## src/design/pmt_pkg.sv

```systemverilog
package pmt_pkg;
    // Register byte offsets on the APB slave
    localparam logic [7:0] OFS_COUNT   = 8'h00;
    localparam logic [7:0] OFS_PERIOD  = 8'h04;
    localparam logic [7:0] OFS_CONTROL = 8'h08;
    localparam logic [7:0] OFS_FLAG    = 8'h0c;
    localparam logic [7:0] OFS_ENABLE  = 8'h10;
    localparam logic [7:0] OFS_SHIFT   = 8'h14;

    localparam int CNT_W  = 8;
    localparam int PRE_W  = 6;
    localparam int POST_W = 4;

    localparam logic [CNT_W-1:0] COUNT_RST  = 8'h00;
    localparam logic [CNT_W-1:0] PERIOD_RST = 8'hff;
    localparam logic [CNT_W-1:0] COUNT_ONE  = 8'h01;

    // timer_control field positions
    localparam int CTL_PRE_LSB  = 0;
    localparam int CTL_RUN_BIT  = 2;
    localparam int CTL_POST_LSB = 3;
    // match flag / enable position in the flag and enable registers, and shift select bit position in the shift register
    localparam int FLAG_BIT     = 1;
    localparam int SHIFT_BIT    = 0;

    // Instruction clock is the reference clock divided by four
    localparam logic [1:0] INSTR_LAST = 2'h3;

    // Prescaler terminal counts for ratios 1, 4, 16, 64
    localparam logic [PRE_W-1:0] PRE_LIM_1  = 6'h00;
    localparam logic [PRE_W-1:0] PRE_LIM_4  = 6'h03;
    localparam logic [PRE_W-1:0] PRE_LIM_16 = 6'h0f;
    localparam logic [PRE_W-1:0] PRE_LIM_64 = 6'h3f;

    typedef enum {REG_COUNT, REG_PERIOD, REG_CONTROL, REG_FLAG, REG_ENABLE,
                  REG_SHIFT, REG_NONE} pmt_reg_t;
endpackage

```

## src/design/pmt_scaler_if.sv

```systemverilog
`timescale 1ns/1ns
interface pmt_scaler_if;
    logic       clear;
    logic       instr_tick;
    logic [1:0] pre_sel;
    logic       pre_tick;
    logic       match;
    logic [3:0] post_sel;
    logic       post_done;

    modport core (output clear, instr_tick, pre_sel, match, post_sel,
                  input pre_tick, post_done);
    modport pre  (input clear, instr_tick, pre_sel, output pre_tick);
    modport post (input clear, match, post_sel, output post_done);
endinterface

```

## src/design/pmt_postscaler.sv

```systemverilog
`timescale 1ns/1ns
module pmt_postscaler (
    input  wire logic     clk,
    input  wire logic     rst,
    pmt_scaler_if.post    sc
);
    logic [pmt_pkg::POST_W-1:0] cnt;

    // Select n completes after n+1 matches
    assign sc.post_done = sc.match && (cnt == sc.post_sel);

    always_ff @(posedge clk or posedge rst) begin
        if (rst) begin
            cnt <= '0;
        end else if (sc.clear) begin
            cnt <= '0;
        end else if (sc.post_done) begin
            cnt <= '0;
        end else if (sc.match) begin
            cnt <= cnt + 4'h1;
        end
    end
endmodule // pmt_postscaler

```

## src/design/pmt_prescaler.sv

```systemverilog
`timescale 1ns/1ns
module pmt_prescaler (
    input  wire logic     clk,
    input  wire logic     rst,
    pmt_scaler_if.pre     sc
);
    logic [pmt_pkg::PRE_W-1:0] cnt;

    function automatic logic [pmt_pkg::PRE_W-1:0] pre_limit(input logic [1:0] sel);
        unique case (sel)
            2'h0: pre_limit = pmt_pkg::PRE_LIM_1;
            2'h1: pre_limit = pmt_pkg::PRE_LIM_4;
            2'h2: pre_limit = pmt_pkg::PRE_LIM_16;
            2'h3: pre_limit = pmt_pkg::PRE_LIM_64;
        endcase
    endfunction

    assign sc.pre_tick = sc.instr_tick && (cnt == pre_limit(sc.pre_sel));

    always_ff @(posedge clk or posedge rst) begin
        if (rst) begin
            cnt <= '0;
        end else if (sc.clear) begin
            cnt <= '0;
        end else if (sc.pre_tick) begin
            cnt <= '0;
        end else if (sc.instr_tick) begin
            cnt <= cnt + 6'h01;
        end
    end
endmodule // pmt_prescaler

```

## src/design/pmt_timer.sv

```systemverilog
// The placing of the registers and the APB slave port were decided locally.
`timescale 1ns/1ns
module pmt_timer (
    input  wire logic        REF_CLK_I,
    input  wire logic        SYS_RST_I,
    input  wire logic        PSEL_I,
    input  wire logic        PENABLE_I,
    input  wire logic        PWRITE_I,
    input  wire logic [7:0]  PADDR_I,
    input  wire logic [31:0] PWDATA_I,
    output logic      [31:0] PRDATA_O,
    output logic             PREADY_O,
    output logic             PSLVERR_O,
    input  wire logic        SLEEP_I,
    output logic             MATCH_O,
    output logic             PWM_TIMEBASE_O,
    output logic             SHIFT_CLK_O,
    output logic             IRQ_O
);
    pmt_scaler_if sc ();

    logic [pmt_pkg::CNT_W-1:0]  timer_count;
    logic [pmt_pkg::CNT_W-1:0]  period_value;
    logic [1:0]                 clock_prescale_select;
    logic                       timer_run_enable;
    logic [3:0]                 output_postscale_select;
    logic                       match_interrupt_flag;
    logic                       match_interrupt_enable;
    logic                       shift_clock_select;
    logic [1:0]                 instr_phase;
    logic                       match;
    logic                       irq;
    logic                       setup;
    logic                       access;
    logic                       wr;
    pmt_pkg::pmt_reg_t          sel;
    logic                       count_adv;
    logic                       at_period;
    logic [31:0]                next_rdata;

    function automatic pmt_pkg::pmt_reg_t reg_decode(input logic [7:0] addr);
        unique case (addr)
            pmt_pkg::OFS_COUNT:   reg_decode = pmt_pkg::REG_COUNT;
            pmt_pkg::OFS_PERIOD:  reg_decode = pmt_pkg::REG_PERIOD;
            pmt_pkg::OFS_CONTROL: reg_decode = pmt_pkg::REG_CONTROL;
            pmt_pkg::OFS_FLAG:    reg_decode = pmt_pkg::REG_FLAG;
            pmt_pkg::OFS_ENABLE:  reg_decode = pmt_pkg::REG_ENABLE;
            pmt_pkg::OFS_SHIFT:   reg_decode = pmt_pkg::REG_SHIFT;
            default:              reg_decode = pmt_pkg::REG_NONE;
        endcase
    endfunction

    // APB decode; zero wait states
    assign setup     = PSEL_I && !PENABLE_I;
    assign access    = PSEL_I && PENABLE_I;
    assign wr        = access && PWRITE_I;
    assign sel       = reg_decode(PADDR_I);
    assign PREADY_O  = access;
    assign PSLVERR_O = access && (sel == pmt_pkg::REG_NONE);

    // Instruction clock phase, free running
    always_ff @(posedge REF_CLK_I or posedge SYS_RST_I) begin
        if (SYS_RST_I) begin
            instr_phase <= '0;
        end else begin
            instr_phase <= instr_phase + 2'h1;
        end
    end

    // Sleep and run bit gate ticks before the prescaler, so it freezes too
    assign sc.instr_tick = (instr_phase == pmt_pkg::INSTR_LAST)
                           && timer_run_enable && !SLEEP_I;
    assign sc.pre_sel    = clock_prescale_select;
    assign sc.post_sel   = output_postscale_select;
    assign sc.match      = match;
    assign sc.clear      = wr && (sel == pmt_pkg::REG_COUNT
                                  || sel == pmt_pkg::REG_CONTROL);

    pmt_prescaler u_pre (
        .clk (REF_CLK_I),
        .rst (SYS_RST_I),
        .sc  (sc)
    );

    pmt_postscaler u_post (
        .clk (REF_CLK_I),
        .rst (SYS_RST_I),
        .sc  (sc)
    );

    assign count_adv = sc.pre_tick;
    assign at_period = (timer_count == period_value);

    // Counter; a software write wins over a tick in the same cycle
    always_ff @(posedge REF_CLK_I or posedge SYS_RST_I) begin
        if (SYS_RST_I) begin
            timer_count <= pmt_pkg::COUNT_RST;
        end else if (wr && sel == pmt_pkg::REG_COUNT) begin
            timer_count <= PWDATA_I[pmt_pkg::CNT_W-1:0];
        end else if (count_adv) begin
            if (at_period) begin
                timer_count <= pmt_pkg::COUNT_RST;
            end else begin
                timer_count <= timer_count + pmt_pkg::COUNT_ONE;
            end
        end
    end

    // Unscaled match pulse, one cycle per period
    always_ff @(posedge REF_CLK_I or posedge SYS_RST_I) begin
        if (SYS_RST_I) begin
            match <= 1'b0;
        end else begin
            match <= count_adv && at_period
                     && !(wr && sel == pmt_pkg::REG_COUNT);
        end
    end

    always_ff @(posedge REF_CLK_I or posedge SYS_RST_I) begin
        if (SYS_RST_I) begin
            period_value <= pmt_pkg::PERIOD_RST;
        end else if (wr && sel == pmt_pkg::REG_PERIOD) begin
            period_value <= PWDATA_I[pmt_pkg::CNT_W-1:0];
        end
    end

    always_ff @(posedge REF_CLK_I or posedge SYS_RST_I) begin
        if (SYS_RST_I) begin
            clock_prescale_select   <= '0;
            timer_run_enable        <= 1'b0;
            output_postscale_select <= '0;
        end else if (wr && sel == pmt_pkg::REG_CONTROL) begin
            clock_prescale_select   <= PWDATA_I[pmt_pkg::CTL_PRE_LSB +: 2];
            timer_run_enable        <= PWDATA_I[pmt_pkg::CTL_RUN_BIT];
            output_postscale_select <= PWDATA_I[pmt_pkg::CTL_POST_LSB +: 4];
        end
    end

    // Hardware set beats a software clear in the same cycle
    always_ff @(posedge REF_CLK_I or posedge SYS_RST_I) begin
        if (SYS_RST_I) begin
            match_interrupt_flag <= 1'b0;
        end else if (sc.post_done) begin
            match_interrupt_flag <= 1'b1;
        end else if (wr && sel == pmt_pkg::REG_FLAG
                     && !PWDATA_I[pmt_pkg::FLAG_BIT]) begin
            match_interrupt_flag <= 1'b0;
        end
    end

    always_ff @(posedge REF_CLK_I or posedge SYS_RST_I) begin
        if (SYS_RST_I) begin
            match_interrupt_enable <= 1'b0;
        end else if (wr && sel == pmt_pkg::REG_ENABLE) begin
            match_interrupt_enable <= PWDATA_I[pmt_pkg::FLAG_BIT];
        end
    end

    always_ff @(posedge REF_CLK_I or posedge SYS_RST_I) begin
        if (SYS_RST_I) begin
            shift_clock_select <= 1'b0;
        end else if (wr && sel == pmt_pkg::REG_SHIFT) begin
            shift_clock_select <= PWDATA_I[pmt_pkg::SHIFT_BIT];
        end
    end

    always_ff @(posedge REF_CLK_I or posedge SYS_RST_I) begin
        if (SYS_RST_I) begin
            irq <= 1'b0;
        end else begin
            irq <= match_interrupt_flag && match_interrupt_enable;
        end
    end

    assign IRQ_O          = irq;
    assign MATCH_O        = match;
    assign PWM_TIMEBASE_O = match;
    assign SHIFT_CLK_O    = match && shift_clock_select;

    // Read data captured in the setup phase, stable through access
    always_comb begin
        next_rdata = '0;
        unique case (sel)
            pmt_pkg::REG_COUNT:   next_rdata[pmt_pkg::CNT_W-1:0] = timer_count;
            pmt_pkg::REG_PERIOD:  next_rdata[pmt_pkg::CNT_W-1:0] = period_value;
            pmt_pkg::REG_CONTROL: begin
                next_rdata[pmt_pkg::CTL_PRE_LSB +: 2]  = clock_prescale_select;
                next_rdata[pmt_pkg::CTL_RUN_BIT]       = timer_run_enable;
                next_rdata[pmt_pkg::CTL_POST_LSB +: 4] = output_postscale_select;
            end
            pmt_pkg::REG_FLAG:    next_rdata[pmt_pkg::FLAG_BIT] = match_interrupt_flag;
            pmt_pkg::REG_ENABLE:  next_rdata[pmt_pkg::FLAG_BIT] = match_interrupt_enable;
            pmt_pkg::REG_SHIFT:   next_rdata[pmt_pkg::SHIFT_BIT] = shift_clock_select;
            pmt_pkg::REG_NONE:    next_rdata = '0;
        endcase
    end

    always_ff @(posedge REF_CLK_I or posedge SYS_RST_I) begin
        if (SYS_RST_I) begin
            PRDATA_O <= '0;
        end else if (setup) begin
            PRDATA_O <= next_rdata;
        end
    end

    logic cnt_wr;
    assign cnt_wr = wr && sel == pmt_pkg::REG_COUNT;

    // Sampled-value helpers, so that past values are taken of plain signals
    logic [pmt_pkg::CNT_W-1:0] wdata_lo;
    logic                      hit;
    assign wdata_lo = PWDATA_I[pmt_pkg::CNT_W-1:0];
    assign hit      = count_adv && at_period;
endmodule // pmt_timer

```

## config.mk

```make
export PLATFORM = sky130hd
export DESIGN_NAME = pmt_timer
export DESIGN_NICKNAME = d
export VERILOG_FILES = /design/src/design/pmt_pkg.sv /design/src/design/pmt_scaler_if.sv /design/src/design/pmt_postscaler.sv /design/src/design/pmt_prescaler.sv /design/src/design/pmt_timer.sv
export SDC_FILE = /design/constraint.sdc
export NUM_CORES = 1
export LEC_CHECK = 0
export BUFFER_PORTS_ARGS = -buffer_cell sky130_fd_sc_hd__buf_2
export CORE_MARGIN = 8
export CORE_UTILIZATION = 52
export CTS_BUF_LIST = sky130_fd_sc_hd__clkbuf_16
export DETAILED_ROUTE_END_ITERATION = 7
export PLACE_DENSITY = 0.9
export SLEW_MARGIN = 10
export SYNTH_ARGS = -nofsm -noshare
export SYNTH_HDL_FRONTEND = slang
export SYNTH_SLANG_ARGS = --single-unit
```

## constraint.sdc

```tcl
create_clock -name REF_CLK_I -period 2 [get_ports REF_CLK_I]
set_input_delay 0.6 -clock REF_CLK_I [delete_from_list [all_inputs] [get_ports REF_CLK_I]]
set_output_delay 0.6 -clock REF_CLK_I [all_outputs]
set_load 0.1 [all_outputs]
```

* Word-level counts from Yosys, hierarchy flattened
Index checks and enable logic that the tools add are counted.
** Word-level totals
- Register bits :: 48
- Latch bits :: 0
- Bits in writable memories :: 0
- ROM bits :: 0
- Input port bits :: 46
- Output and inout bits :: 38
- Logic and storage cells :: 91
- Memories :: 0
** Cells by class
- Add/subtract/negate cells :: 4
- Multipliers :: 0
- Divide/modulo/power cells :: 0
- Order comparisons :: 0
- Equality and inequality tests :: 23
- Shifts and indexed selects :: 0
- Mux-type cells :: 17
- Bitwise logic cells :: 0
- Reduce and logical (&&, ||, !) cells :: 33
** Operator list (count)
- $eq 32x3->1 const B :: 4
- $eq 32x2->1 const B :: 3
- $eq 32x4->1 const B :: 3
- $logic_not 32->1 :: 2
- $eq 32x1->1 const B :: 1
- $mux 8 :: 3
- $pmux 6 s4 :: 1
- $logic_and 1x1->1 :: 20
- $mux 6 :: 3
- $pmux 3 s6 :: 1
- $eq 8x4->1 const B :: 2
- $eq 8x5->1 const B :: 2
- $pmux 5 s3 :: 1
- $mux 4 :: 3
- $add 8x1->8 const B :: 1
- $eq 8x3->1 const B :: 1
- $eq 8x8->1 :: 1
- $logic_not 8->1 :: 1
- $add 6x1->6 const B :: 1
- $eq 2x2->1 const B :: 3
- $eq 6x6->1 :: 1
- $reduce_bool 3->1 :: 2
- $pmux 1 s5 :: 1
- $add 4x1->4 const B :: 1
- other kinds (10) :: 15

* Depth between registers and ports, before layout
- Depth in word-level cells :: 7
- Mapped depth :: 7
- Gate-level depth less buffers :: 6

* Cells and area by module
From an unflattened synthesis, not the netlist that was laid out.
** Unflattened totals
- Cell total of the unflattened synthesis :: 295
- Area total of the unflattened synthesis :: 2920.3 um^2
** Modules (own cells, without submodules)
- pmt_timer :: instances 1, cells an instance 224, area an instance 2242.2 um^2, seq. area each 960.9 um^2
- pmt_prescaler :: instances 1, cells an instance 40, area an instance 382.9 um^2, seq. area each 150.1 um^2
- pmt_postscaler :: instances 1, cells an instance 31, area an instance 295.3 um^2, seq. area each 100.1 um^2

* Worst setup path before layout
OpenSTA, ideal clock, no wires.
- Path kind :: input-to-output
- From :: input port PSEL_I
- To :: output port PSLVERR_O
- Arrival :: 2.804 ns
- Data required time :: 1.400 ns
- Setup slack :: -1.404 ns
- Cell stages on the path :: 2
- Path buffers :: 0
- Cells stage by stage :: and2_1 -> nor2b_1
** On the way
- Longest elaborated chain between the ends :: 2
** Ends and longest elaborated chain
- start: declaration :: RTL line pmt_timer.sv:6 : input wire logic PSEL_I,
- $logic_and 1x1->1 :: RTL line pmt_timer.sv:55 : assign access = PSEL_I && PENABLE_I;
- $logic_and 1x1->1 :: RTL line pmt_timer.sv:59 : assign PSLVERR_O = access && (sel == pmt_pkg::REG_NONE);
- end: declaration :: RTL line pmt_timer.sv:13 : output logic PSLVERR_O,
No other way between the ends.

* Worst setup path in the final report
- From :: input port PADDR_I[6]
- To :: output port PSLVERR_O
** On the way
- Longest elaborated chain between the ends :: 4
- Elaborated cells on any way between the ends :: 9
- Those cells by class :: eq/ne: 6; mux: 1; reduce/logical: 2
** Ends and longest elaborated chain
- start: declaration :: RTL line pmt_timer.sv:9 : input wire logic [7:0] PADDR_I,
- $eq 8x5->1, or another cell as far along :: RTL line pmt_timer.sv:42 : unique case (addr)
- $pmux 3 s6 (*) :: RTL line pmt_timer.sv:42
- $eq 32x4->1 (*) :: RTL line pmt_timer.sv:59
- $logic_and 1x1->1 (*) :: RTL line pmt_timer.sv:59
Every way passes the cells marked *; elsewhere a longest branch is shown, timed or not.

==> metrics.md <==
| Metric | Value |
|---|---|
| Top FF cell, synth | dfrtp_1 |
| Placed cells | 409 |
| Drt pass-1 iters | 6 |
| Initial DRC Count | 97 |
| Syn. warnings | 0 |
| Cell area after synthesis | 0.002818 mm^2 |
| Vias per cell | 5.649 |
| Starting density of the core | 0.5246 |
| Area delta synth->final | 22.69% |
| Crit path buf inv count | 2 |
| Total gr overflow | 0 |
| Power Dens Cells | 699.8 mW/mm^2 |
| Filler Cells Inserted | 429 |
| Cell Count, Final, Fillers Out | 419 |
| Clk pin slew, worst setup/hold paths | 0.06 ns |
| DR WL/cell | 16.60 um |
| Met1 Use GR | 0.2154 |
| RR Startpoint | clock_prescale_select[0] |
| Initial antenna violation count | 0 |
| Layout cells sized above 1 | 0.3458 |
| Slew @ Worst Pin | 0.5358 ns |
| Crit path largest cell delay | 0.19 ns |
| WP data required | 1.40 ns |
| Grt met2 use | 0.3102 |
| Crit path launch type | input port |
| Reg area | 0.001212 mm^2 |
| Area of the multi-input gates | 0.001491 mm^2 |
| Leak | 1.691 nW |
| First-pass GRT wire length | 11390 um |
| Post-route minimum period | 1.990 ns |
| Total inserted antenna cells | 0 |
| ANT nets after route | 0 |
| Max Slew Vio Count | 0 |
| Mapped Cells | 280 |
| Crit path DAT | 1.39 ns |
| Cell variety after synth | 52 |
| Post-synth ARST share | 1.000 |
| Row count | 27 |
| Clock sinks | 48 |
| Status | finished, final reports clean |
| CP Max Fanout | 2 |
| Core ar. | 0.005371 mm^2 |
| Min-delay worst type | in2async |
| Largest net degree at the start of global routing | 22 |
| Worst setup path startpoint | PADDR_I[6] |
| Max-Cap Viols | 0 |
| Clk root buf | clkbuf_16 |
| Sequential share of the synthesized area | 0.4298 |
| Post-synth EDFFs | 0 |
| CTS Buf Count | 5 |
| Worst vdd ir | 0.5814 mV |
| Critical path endpoint category | output port |
| Clk_lat worst skew | 0.29 ns |
| CTS tree | done |
| Setup Skew | 0.004622 ns |
| Slack of the worst reg-to-reg path | 0.07 ns |
| Slowest CP cell | nor3_4 |
| IO Port Bufs | 35 |
| Total Routing Usage GR | 0.1836 |
| Final Hold Viols | 0 |
| DP HPWL | 5250 um |
| Cells along the critical path | buf_2 > nor3_4 > nand2_2 > a21oi_2 > nor2b_4 > buf_12 |
| Routability cong. | 0.8902 |
| DRC | 0 |
| DIE HEIGHT | 89.61 um |
| WS Path Type | in2out |
| Final core utilization | 0.6436 |
| # IOs | 84 |
| Routed wire length | 6956 um |
| Routing usage on met3 | 0.04277 |
| Crit path max-delay family | simple AND/OR/NAND/NOR gates |
| Clock Path Buffers | 2 |
| Via Count | 2367 |
| Busiest grt layer | met2 |
| DIE WIDTH | 89.61 um |
| Fmax achieved | 502.4 MHz |
| CTS H-tree depth | 2 |
| Most common cell after layout, fill and taps aside | dfrtp_1 |
| #FFs+latches synth | 48 |
| Worst slew margin | 0.6398 |
| # nets final | 396 |
| Commonest cells after routing, fill and taps aside | dfrtp_1 (39), buf_2 (32), buf_4 (31) |
| Vias in the first global route | 2414 |
| Full die area | 0.008030 mm^2 |
| Setup-failing EPs final | 0 |
| Syn avg cell area | 10.06 um^2 |
| Final Cycle Share | 0.9952 |
## worst paths after layout
check | depth (start not counted) | end
min in group REF_CLK_I | 1 | instr_phase[0]
setup reg to reg | 5 | timer_count[4]
setup / recovery | 6 | PSLVERR_O
hold reg to reg | 1 | instr_phase[0]
max in group asynchronous | 3 | period_value[5]
hold / removal | 2 | u_post.cnt[2]
## synth_stat cells (all sizes together), types with 3 or more instances
master	count	area (um^2)
a21oi	9	45.04
a22o	5	43.79
a22oi	5	37.54
a31oi	7	43.79
and2	5	31.28
and3	5	31.28
buf	28	205.2
clkbuf	4	15.01
dfrtp	40	1001
dfstp	8	210.2
ha	4	50.05
inv	4	15.01
mux2	17	191.4
nand2	22	87.58
nand2b	3	18.77
nand3	12	60.06
nand3b	3	22.52
nand4	5	31.28
nand4b	4	35.03
nor2	18	67.56
nor2b	5	31.28
nor3	8	45.04
nor4	5	73.82
o21ai	14	70.06
xnor2	3	26.28
xor2	16	140.1
## routing by layer
metal | share of wire | vias to the layer above
met5 | 0 | -
met4 | 0.032 | 0
met3 | 0.089 | 23
met2 | 0.49 | 99
met1 | 0.39 | 1146
li1 | - | 1099
## final cells by class
class | instances | area share
Clock buffer | 5 | 0.03619
Clock inverter | 3 | 0.01122
Inverter | 4 | 0.004343
Multi-Input combinational cell | 219 | 0.4314
Sequential cell | 48 | 0.3507
Tap cell | 72 | 0.02606
Timing Repair Buffer | 68 | 0.1401
## sequential cells by signal, summed over array words and instances (netlist names)
| register | flops |
|---|---|
| IRQ_O | 1 |
| timer_count | 8 |
| period_value | 8 |
| match_interrupt_flag | 1 |
| output_postscale_select | 4 |
| instr_phase | 2 |
| clock_prescale_select | 2 |
| MATCH_O | 1 |
| PRDATA_O | 8 |
| shift_clock_select | 1 |
| match_interrupt_enable | 1 |
| u_post.cnt | 4 |
| u_pre.cnt | 6 |
| timer_run_enable | 1 |
## what timing repair did
action	CTS	global route
hold buffers	0	0
resized for setup	5	7
setup buffers	1	1
hold endpoints to repair	0	0
setup endpoints to repair	1	13
pin swaps	2	1
## logic make-up (layout without fill, tap and decap cells)
group | count (synthesis) | count (layout) | synth area share
AOI/OAI and AO/OA | 52 | 52 | 0.1217
xor gates and xnor gates | 19 | 19 | 0.05906
adders and majority gates | 4 | 4 | 0.01776
buffers and inverters | 36 | 80 | 0.08348
DFF | 48 | 48 | 0.4298
muxes | 20 | 20 | 0.08304
other | 1 | 24 | 0.001331
and+or+nand+nor | 100 | 100 | 0.2038
## worst reg2reg max path, cell delays in order (launching register included)
cell	delay [ns]
dfrtp_1	0.44
a211o_1	0.31
a221oi_1	0.44
o21a_2	0.33
nand4b_1	0.14
a31oi_1	0.18
## power by group
part	switching, W	internal (W)
logic	0.000347	0.000124
clock network	0.000346	0.000583
registers	0.0000263	0.000993
total	0.000720	0.00170
## metrics by stage
stage	cell area (um^2)	setup WS, ns	total power [W]	hold slack [ns]	TNS (ns)
final	3457	0.009669	0.002419	0.3175	0
after global routing	3457	-0.04948	0.002500	0.3538	-0.2014
after CTS	3425	0.003157	0.002426	0.3273	0
after detailed placement	3234	-0.2155	0.001492	0.4188	-2.292
after global placement	3234	-0.2076	0.001478	0.4131	-2.061
after floorplan	2917	-0.1171	0.001404	0.4006	-0.1171
(Power assumes the default switching activity.)
